[config.mk]
export PLATFORM = sky130hd
export DESIGN_NAME = uifd_desc
export DESIGN_NICKNAME = d
export VERILOG_FILES = /design/src/logic/uifd_pkg.sv /design/src/logic/uifd_desc.sv
export VERILOG_INCLUDE_DIRS = /design/src /design/src/logic
export SDC_FILE = /design/constraint.sdc
export NUM_CORES = 1
export LEC_CHECK = 0
export BUFFER_PORTS_ARGS = -buffer_cell sky130_fd_sc_hd__buf_4
export CORE_ASPECT_RATIO = 1.75
export CORE_MARGIN = 2
export CORE_UTILIZATION = 47
export CTS_CLUSTER_DIAMETER = 50
export CTS_CLUSTER_SIZE = 20
export DETAILED_ROUTE_END_ITERATION = 8
export GPL_TIMING_DRIVEN = 0
export PLACE_DENSITY = 0.84
export SYNTH_ARGS = -nofsm -noshare
export SYNTH_HDL_FRONTEND = slang
export SYNTH_SLANG_ARGS = --single-unit
[constraint.sdc]
create_clock -name core_clk -period 2.8 [get_ports core_clk]
set_clock_uncertainty 0.1 [all_clocks]
set_input_delay 0.56 -clock core_clk [delete_from_list [all_inputs] [get_ports core_clk]]
set_output_delay 0.56 -clock core_clk [all_outputs]
set_load 0.01 [all_outputs]
[src/logic/uifd_regs.svh]
`ifndef UIFD_REGS_SVH
`define UIFD_REGS_SVH
`define UIFD_IF_LEN 8'h09
`define UIFD_IF_TYPE 8'h04
`define UIFD_IF_NUM 8'h00
`define UIFD_IF_ALT 8'h00
`define UIFD_IF_NEP 8'h03
`define UIFD_IF_CLASS_DEF 8'hFF
`define UIFD_IF_SUB_DEF 8'h00
`define UIFD_IF_PROTO_DEF 8'hFF
`define UIFD_IF_STR_DEF 8'h00
`define UIFD_EP_LEN 8'h07
`define UIFD_EP_TYPE 8'h05
`define UIFD_EP_BIN_ADDR 8'h81
`define UIFD_EP_BOUT_ADDR 8'h02
`define UIFD_EP_INT_ADDR 8'h83
`define UIFD_EP_BULK_ATTR 8'h02
`define UIFD_EP_INT_ATTR 8'h03
`define UIFD_MPS_FS 16'h0040
`define UIFD_MPS_HS 16'h0200
`define UIFD_MPS_SS 16'h0400
`define UIFD_MPS_INT 16'h0010
`define UIFD_BULK_IVL 8'h00
`define UIFD_IVL_HS_DEF 8'h04
`define UIFD_IVL_FS_DEF 8'h01
`define UIFD_IVL_SS_DEF 8'h06
`define UIFD_IF_BYTES 5'h09
`define UIFD_EP_BYTES 5'h07
`endif

[src/logic/uifd_pkg.sv]
`default_nettype none
package uifd_pkg;
  typedef enum logic [1:0] {UIFD_FS = 2'h0, UIFD_HS = 2'h1, UIFD_SS = 2'h2} uifd_speed_t;
  typedef enum logic [1:0] {UIFD_SEL_IF = 2'h0, UIFD_SEL_BIN = 2'h1, UIFD_SEL_BOUT = 2'h2,
    UIFD_SEL_INT = 2'h3} uifd_sel_t;
  typedef enum logic {UIFD_IDLE = 1'b0, UIFD_SEND = 1'b1} uifd_st_t;
  typedef struct packed {
    logic valid;
    logic [7:0] if_class;
    logic [7:0] if_sub;
    logic [7:0] if_proto;
    logic [7:0] if_str;
    logic [7:0] ivl_fs;
    logic [7:0] ivl_hs;
  } uifd_image_t;
  typedef struct packed {
    logic valid;
    logic [7:0] data;
    logic last;
  } uifd_byte_t;
  typedef struct packed {
    uifd_st_t st;
    uifd_sel_t sel;
    logic [4:0] idx;
    uifd_byte_t out;
  } uifd_state_t;
endpackage
`default_nettype wire

[src/logic/uifd_desc.sv]
`timescale 1ns/1ps
`default_nettype none
`include "uifd_regs.svh"
module uifd_desc
  import uifd_pkg::*;
(
  input wire logic core_clk,
  input wire logic rst,
  input wire logic req,
  input var uifd_sel_t req_sel,
  input var uifd_speed_t speed,
  input var uifd_image_t image,
  input wire logic byte_ready,
  output var uifd_byte_t byte_out,
  output logic busy
);
  uifd_state_t s_r;
  uifd_state_t s_nxt;
  logic [7:0] cur_byte;
  logic [7:0] ivl;
  logic [15:0] mps;
  logic [4:0] len;
  logic [7:0] ep_addr;
  logic is_int;

  // Fixed interface fields never come from the image, so a bad image cannot break them
  always_comb
  begin
    is_int = (s_r.sel == UIFD_SEL_INT);
    unique case (speed)
      UIFD_HS: mps = `UIFD_MPS_HS;
      UIFD_SS: mps = `UIFD_MPS_SS;
      default: mps = `UIFD_MPS_FS;
    endcase
    if (is_int)
      mps = `UIFD_MPS_INT;
    if (speed == UIFD_SS)
      ivl = `UIFD_IVL_SS_DEF;
    else if (!image.valid)
      ivl = (speed == UIFD_HS) ? `UIFD_IVL_HS_DEF : `UIFD_IVL_FS_DEF;
    else
      ivl = (speed == UIFD_HS) ? image.ivl_hs : image.ivl_fs;
    unique case (s_r.sel)
      UIFD_SEL_BIN: ep_addr = `UIFD_EP_BIN_ADDR;
      UIFD_SEL_BOUT: ep_addr = `UIFD_EP_BOUT_ADDR;
      default: ep_addr = `UIFD_EP_INT_ADDR;
    endcase
    len = (s_r.sel == UIFD_SEL_IF) ? `UIFD_IF_BYTES : `UIFD_EP_BYTES;
    cur_byte = 8'h00;
    if (s_r.sel == UIFD_SEL_IF)
    begin
      unique case (s_r.idx)
        5'h00: cur_byte = `UIFD_IF_LEN;
        5'h01: cur_byte = `UIFD_IF_TYPE;
        5'h02: cur_byte = `UIFD_IF_NUM;
        5'h03: cur_byte = `UIFD_IF_ALT;
        5'h04: cur_byte = `UIFD_IF_NEP;
        5'h05: cur_byte = image.valid ? image.if_class : `UIFD_IF_CLASS_DEF;
        5'h06: cur_byte = image.valid ? image.if_sub : `UIFD_IF_SUB_DEF;
        5'h07: cur_byte = image.valid ? image.if_proto : `UIFD_IF_PROTO_DEF;
        5'h08: cur_byte = image.valid ? image.if_str : `UIFD_IF_STR_DEF;
        default: cur_byte = 8'h00;
      endcase
    end
    else
    begin
      unique case (s_r.idx)
        5'h00: cur_byte = `UIFD_EP_LEN;
        5'h01: cur_byte = `UIFD_EP_TYPE;
        5'h02: cur_byte = ep_addr;
        5'h03: cur_byte = is_int ? `UIFD_EP_INT_ATTR : `UIFD_EP_BULK_ATTR;
        5'h04: cur_byte = mps[7:0];
        5'h05: cur_byte = mps[15:8];
        5'h06: cur_byte = is_int ? ivl : `UIFD_BULK_IVL;
        default: cur_byte = 8'h00;
      endcase
    end
  end

  // Output byte holds until taken, so a stalled sink loses nothing
  always_comb
  begin
    s_nxt = s_r;
    unique case (s_r.st)
      UIFD_IDLE:
      begin
        s_nxt.out = '0;
        if (req)
        begin
          s_nxt.st = UIFD_SEND;
          s_nxt.sel = req_sel;
          s_nxt.idx = 5'h00;
        end
      end
      UIFD_SEND:
      begin
        if (!s_r.out.valid || byte_ready)
        begin
          if (s_r.out.valid && s_r.out.last)
          begin
            s_nxt.st = UIFD_IDLE;
            s_nxt.out = '0;
          end
          else
          begin
            s_nxt.out.valid = 1'b1;
            s_nxt.out.data = cur_byte;
            s_nxt.out.last = (s_r.idx == len - 5'h01);
            s_nxt.idx = s_r.idx + 5'h01;
          end
        end
      end
    endcase
  end

  always_ff @(posedge core_clk or posedge rst)
  begin
    if (rst)
      s_r <= '0;
    else
      s_r <= s_nxt;
  end

  assign byte_out = s_r.out;
  assign busy = s_r.st;

  first_byte_a: assert property (@(posedge core_clk) disable iff (rst)
    $rose(busy) && s_r.sel == UIFD_SEL_IF |-> ##1 byte_out.valid && byte_out.data == 8'h09)
    else $error("interface length byte wrong");
  ep_first_a: assert property (@(posedge core_clk) disable iff (rst)
    $rose(busy) && s_r.sel != UIFD_SEL_IF |-> ##1 byte_out.data == 8'h07)
    else $error("endpoint length byte wrong");
  hold_byte_a: assert property (@(posedge core_clk) disable iff (rst)
    byte_out.valid && !byte_ready |=> byte_out.valid && $stable(byte_out.data))
    else $error("byte changed while stalled");
  last_if_a: assert property (@(posedge core_clk) disable iff (rst)
    byte_out.valid && byte_out.last && s_r.sel == UIFD_SEL_IF |-> s_r.idx == 5'h09)
    else $error("interface descriptor length wrong");
  last_ep_a: assert property (@(posedge core_clk) disable iff (rst)
    byte_out.valid && byte_out.last && s_r.sel != UIFD_SEL_IF |-> s_r.idx == 5'h07)
    else $error("endpoint descriptor length wrong");
  ss_ivl_a: assert property (@(posedge core_clk) disable iff (rst)
    busy && s_r.sel == UIFD_SEL_INT && s_r.idx == 5'h06 && speed == UIFD_SS
    |-> cur_byte == 8'h06)
    else $error("superspeed interval wrong");
  bulk_mps_a: assert property (@(posedge core_clk) disable iff (rst)
    busy && !is_int && s_r.sel != UIFD_SEL_IF && s_r.idx == 5'h05 && speed == UIFD_HS
    |-> cur_byte == 8'h02)
    else $error("high speed bulk packet size wrong");
  done_idle_a: assert property (@(posedge core_clk) disable iff (rst)
    byte_out.valid && byte_out.last && byte_ready |=> !busy && !byte_out.valid)
    else $error("no return to idle after last byte");
  if_type_a: assert property (@(posedge core_clk) disable iff (rst)
    byte_out.valid && s_r.sel == UIFD_SEL_IF && s_r.idx == 5'h02
    |-> byte_out.data == 8'h04)
    else $error("interface type byte wrong");
  if_zero_a: assert property (@(posedge core_clk) disable iff (rst)
    byte_out.valid && s_r.sel == UIFD_SEL_IF && s_r.idx inside {5'h03, 5'h04}
    |-> byte_out.data == 8'h00)
    else $error("interface number or alternate wrong");
  if_nep_a: assert property (@(posedge core_clk) disable iff (rst)
    byte_out.valid && s_r.sel == UIFD_SEL_IF && s_r.idx == 5'h05
    |-> byte_out.data == 8'h03)
    else $error("endpoint count wrong");
  if_class_a: assert property (@(posedge core_clk) disable iff (rst)
    byte_out.valid && s_r.sel == UIFD_SEL_IF && s_r.idx == 5'h06 && !image.valid
    |-> byte_out.data == 8'hFF)
    else $error("default class wrong");
  if_over_a: assert property (@(posedge core_clk) disable iff (rst)
    byte_out.valid && s_r.sel == UIFD_SEL_IF && s_r.idx == 5'h06 && image.valid
    |-> byte_out.data == image.if_class)
    else $error("class override not applied");
  if_str_a: assert property (@(posedge core_clk) disable iff (rst)
    byte_out.valid && s_r.sel == UIFD_SEL_IF && s_r.idx == 5'h09
    |-> byte_out.data == (image.valid ? image.if_str : 8'h00))
    else $error("string index wrong");
  ep_type_a: assert property (@(posedge core_clk) disable iff (rst)
    byte_out.valid && s_r.sel != UIFD_SEL_IF && s_r.idx == 5'h02
    |-> byte_out.data == 8'h05)
    else $error("endpoint type byte wrong");
  bin_addr_a: assert property (@(posedge core_clk) disable iff (rst)
    byte_out.valid && s_r.sel == UIFD_SEL_BIN && s_r.idx == 5'h03
    |-> byte_out.data == 8'h81)
    else $error("bulk in address wrong");
  bout_addr_a: assert property (@(posedge core_clk) disable iff (rst)
    byte_out.valid && s_r.sel == UIFD_SEL_BOUT && s_r.idx == 5'h03
    |-> byte_out.data == 8'h02)
    else $error("bulk out address wrong");
  int_addr_a: assert property (@(posedge core_clk) disable iff (rst)
    byte_out.valid && s_r.sel == UIFD_SEL_INT && s_r.idx == 5'h03
    |-> byte_out.data == 8'h83)
    else $error("interrupt address wrong");
  int_mps_a: assert property (@(posedge core_clk) disable iff (rst)
    byte_out.valid && s_r.sel == UIFD_SEL_INT && s_r.idx == 5'h05
    |-> byte_out.data == 8'h10)
    else $error("interrupt packet size wrong");
  bulk_attr_a: assert property (@(posedge core_clk) disable iff (rst)
    byte_out.valid && (s_r.sel == UIFD_SEL_BIN || s_r.sel == UIFD_SEL_BOUT) && s_r.idx == 5'h04
    |-> byte_out.data == 8'h02)
    else $error("bulk attribute wrong");
  bulk_ivl_a: assert property (@(posedge core_clk) disable iff (rst)
    byte_out.valid && (s_r.sel == UIFD_SEL_BIN || s_r.sel == UIFD_SEL_BOUT) && s_r.idx == 5'h07
    |-> byte_out.data == 8'h00)
    else $error("bulk interval not zero");
  ss_mps_a: assert property (@(posedge core_clk) disable iff (rst)
    byte_out.valid && !is_int && s_r.sel != UIFD_SEL_IF && s_r.idx == 5'h06 && speed == UIFD_SS
    |-> byte_out.data == 8'h04)
    else $error("superspeed bulk packet size wrong");
  int_ivl_a: assert property (@(posedge core_clk) disable iff (rst)
    byte_out.valid && is_int && s_r.idx == 5'h07 && image.valid && speed == UIFD_HS
    |-> byte_out.data == image.ivl_hs)
    else $error("high speed image interval wrong");
  fs_ivl_a: assert property (@(posedge core_clk) disable iff (rst)
    byte_out.valid && is_int && s_r.idx == 5'h07 && !image.valid && speed == UIFD_FS
    |-> byte_out.data == 8'h01)
    else $error("full speed default interval wrong");
  next_byte_a: assert property (@(posedge core_clk) disable iff (rst)
    byte_out.valid && byte_ready && !byte_out.last
    |=> byte_out.valid && s_r.idx == $past(s_r.idx) + 5'h01)
    else $error("bytes not in ascending order");
endmodule
`default_nettype wire

* Word-level counts from Yosys, hierarchy flattened *
Index checks and enable logic that the tools add are counted.

storage, ports and cells
  register bits = 18
  output and inout port bits = 11

operators by class
  reduce and logical (&&, ||, !) cells = 7
  equality and inequality tests = 17
  multiplexer cells = 25
  bitwise logic cells = 1
  $add $sub $neg = 2

operators by type and width
  operator               count
  $pmux W8 S7            2
  $mux W8                10
  $pmux W15 S2           1
  $pmux W11 S2           1
  $eq A5 B3 Y1 const B   4
  $mux W16               1
  $pmux W8 S2            1
  $mux W15               1
  $eq A5 B2 Y1 const B   2
  $mux W10               1
  $eq A2 B2 Y1 const B   3
  $add A5 B1 Y5 const B  1
  $eq A5 B1 Y1 const B   1
  $eq A5 B4 Y1 const B   1
  $eq A5 B5 Y1           1
  $logic_not A5 Y1       1
  $mux W5                1
  $sub A4 B1 Y5 const B  1
  $eq A2 B1 Y1 const B   2
  $mux W4                1
  $ne A2 B2 Y1 const B   2
  $mux W1                3
  $mux W3                1
  $reduce_and A3 Y1      1
  other kinds (8)        8

* Longest topological paths before layout *
  depth after elaboration = 10
  depth in mapped cells = 8
  gate-level depth less buffers = 7

* Least setup slack after synthesis *
No wires, ideal clock.

  kind = register to register
  start point = register s_r[10] (netlist name)
  end point = register s_r (netlist bit byte_out[2])
  setup time = 0.122 ns
  period minus slack after synthesis = 1.973 ns
  stages on the path, launching flop included = 8
  arrival = 1.751 ns
  setup slack = 0.827 ns
  cells stage by stage = dfrtp_1 > inv_1 > ha_1 > nand2_1 > nor2_1 > a22o_1 > or4_1 > a32o_1

on the way
  longest elaborated chain between the ends = 6

RTL lines
  item                                        line                              text
  start: declaration                          uifd_desc.sv:17                   uifd_state_t s_r;
  start signal: assignment                    uifd_desc.sv:121                  s_r <= s_nxt;
  $eq A5 B3 Y1, or another cell as far along  uifd_desc.sv:52, uifd_desc.sv:67
  $pmux W8 S7 (on tied branches)              uifd_desc.sv:67, uifd_desc.sv:52
  $mux W8 (*)                                 uifd_desc.sv:50                   if (s_r.sel == UIFD_SEL_IF)
  $mux W10 (*)                                uifd_desc.sv:99                   if (s_r.out.valid && s_r.out.last)
  $mux W15 (*)                                uifd_desc.sv:97                   if (!s_r.out.valid || byte_ready)
  $pmux W15 S2 (*)                            uifd_desc.sv:84                   unique case (s_r.st)

Mark *: on every way between the ends. The rest lies on a longest branch, timed or not. The select of a mux whose other input is x is not followed.
A chain may end at the register's enable or synchronous reset.

* Worst setup path in the final report *
  start point = register s_r[10] (netlist name)
  end point = register s_r (netlist bit byte_out[1])

The elaborated chain is that of the path after synthesis.

==> out/results.ini <==
[outcome]
status = complete, no violations

[cts]
numCtsBuffers = 3
cts_tree = yes
cts.path.max_buffers = 2
htree_levels = 1
clk_pin_slew_ns = 0.07
hold_buffers = 0
clockRootBuffer = clkbuf_8
clock_latency_ns = 0.26
cts.sinks = 18
cts_resized = 0
post_cts_buffers = 0

[synth]
netlist_area_um2 = 1640
synth-xor-area-share_pct = 1.60
yosysWarningCount = 0
syn_inst = 198
synth-seq-area-share_pct = 27.5
syn_nets = 263
synthAdderAreaFrac_pct = 6.79
muxShareOfSynthArea_pct = 4.58
synth_area_leaders = dfrtp_1 (27%), ha_1 (6.1%), o21ai_0 (5.5%)
ys_types = 50
ys_ff_latch = 18
synthSimpleGateAreaFrac_pct = 21.7
synth_top_area_share_pct = 27.5
synthArstFlopShare_pct = 100
synth_compound_area_share_pct = 26.2
synth_ff_type = dfrtp_1
synth_top_area_cell = dfrtp_1
synth_top_family_by_area = compound AO/OA/AOI/OAI gates
synth_edf_count = 0
syn_area_per_cell_um2 = 8.28

[floorplan]
die_x_um = 48.7
start_util_pct = 48.8
die-height_um = 82.2
dieArea_um2 = 4000
core_um2 = 3360
io_pins = 68
row_count = 28

[finish]
mostFrequentLayoutCell = buf_4
drive_gt1_share_pct = 37.2
diodes = 0
layout_common_cells = buf_4 (79), nand2_1 (20), o21ai_0 (18), dfrtp_1 (18), a21oi_1 (12)
area_growth_pct = 37.5
nNetsFinal = 335

[worst_setup_path]
crit_slowest_cell = nor4b_2
cp-end-kind = register
crit_required_ns = 2.85
cp_max_fo = 8
cp_top_family = simple AND/OR/NAND/NOR gates
path_cells = inv_1 > ha_1 > nand2_1 > nor4b_2 > a21oi_1 > a221oi_1
cp-start-kind = register
worstSetupPathType = register to register
critPathBufInv = 1
r2r_start = s_r[10]
crit_start = s_r[10]
arrival_ns = 2.43
max_stage_delay_ns = 0.70

[grt]
grt_pass1_vias = 1701
overflow = 0
grt.total_usage_pct = 25.2
grt_start_max_net_pins = 19
antenna_found_initial = 0
grt_pass1_wl_um = 7820

[route]
drtIter0Drc = 38
wirelength_um = 4900
first_pass_iters = 4
via_per_inst = 5.60
vias = 1758
wl_per_cell_um = 15.6
drtAntennaViolNets = 0
drc = 0

[placed_design]
io_buffers = 67
routabilityCongestion = 0.977
dp_hpwl_um = 3980

[power]
pwr-share-clk_pct = 11.1
seqPwrFrac_pct = 22.9
p_sw_uw = 859
leakagePower_uw = 0.00105
ir_drop_v = 0.000565
combPwrFrac_pct = 66.0
power.density_nw_per_um2 = 861
internal_power_uw = 1080
p_sw_share_pct = 44.3

[timing]
fin_setup_tns_ns = 0
setup_violations = 0
slew-limit-headroom_pct = 44.4
finalHoldViolations = 0
timing.hold.ws_ns = 0.290
final-max-slew-violation-count = 0
period_needed_ns = 2.37
min_period_over_period_pct = 84.8
worst_pin_slew_ns = 0.831
max_freq_ghz = 0.421
rsz0062_at_grt = false

[min_path]
hold_path.class = primary input to asynchronous set/reset pin

[flow_run]
drv_cap = 0

[synthesized netlist by cell type (all sizes together), types with 2 or more instances]
cell type  instances
a31oi              4
o211ai             5
ha                 8
nand3b             2
and2               2
nand2b             2
a211oi             3
a221oi             2
nand4              4
or3                2
clkbuf             6
or2                2
nor2              10
nand2             20
o21ai             19
or4                2
nor2b              2
a21oi             12
buf               18
inv                8
nand3              9
mux2i              3
nor3               3
a221o              2
a32o               7
dfrtp             18
xor2               2
a21o               2
mux2               4
[layout make-up]
cell class	instances	area (um2)
Multi-Input combinational cell	148	998
Clock buffer	4	55.1
Sequential cell	18	450
Timing Repair Buffer	67	503
Inverter	8	30.0
Tap cell	45	56.3
Fill cell	322	1110
Buffer	24	161
[cell families after synthesis]
| group | after synthesis |
|---|---|
| AO/OA/AOI/OAI | 64 |
| XOR/XNOR | 3 |
| adder cells (fa/ha/maj) | 9 |
| buffers and inverters | 32 |
| flip-flops | 18 |
| multiplexers | 7 |
| AND/OR/NAND/NOR | 65 |
[metrics by stage]
stage | std cells | total power (uW) | worst slack (ns) | util, % | cell area, um2
finish | 314 | 1940 | 0.426 | 67.0 | 2250
global route | 314 | 2070 | 0.238 | 67.0 | 2250
CTS | 314 | 1930 | 0.426 | 67.0 | 2250
detailed placement | 310 | 1720 | 0.441 | 65.4 | 2200
global placement | 310 | 1690 | 0.506 | 65.4 | 2200
floorplan | 198 | 1330 | 0.827 | - | 1640
[state kept, by name, summed over array words and instances, names as in the netlist]
register  count
byte_out     10
busy          1
s_r           7
[path summary, 6_finish.rpt]
path	slack, ns	endpoint	cells past startpoint
min	0.29	byte_out[6]	2
max	0.43	byte_out[1]	6
min reg2reg	0.40	byte_out[8]	1
min in group core_clk	0.40	byte_out[8]	1
max reg2reg	0.43	byte_out[1]	6
max in group asynchronous	1.89	busy	2
[power by group through the flow]
stage / clock network, uW / registers (uW) / logic (uW)
2_1_floorplan: 0 / 428 / 900
3_3_place_gp: 0 / 444 / 1240
3_5_place_dp: 0 / 448 / 1270
4_1_cts: 211 / 444 / 1270
5_1_grt: 218 / 461 / 1390
6_report: 215 / 445 / 1280
[layer usage]
layer	part of all wire [%]	GRT usage, %	up-vias	wire (um)
li1	-	-	861	-
met1	38	26.1	820	1860
met2	56	52.6	72	2770
met3	4.4	1.98	5	214
met4	1.2	7.71	0	60
met5	0	0	-	0
Power figures use the tool's default switching activity.
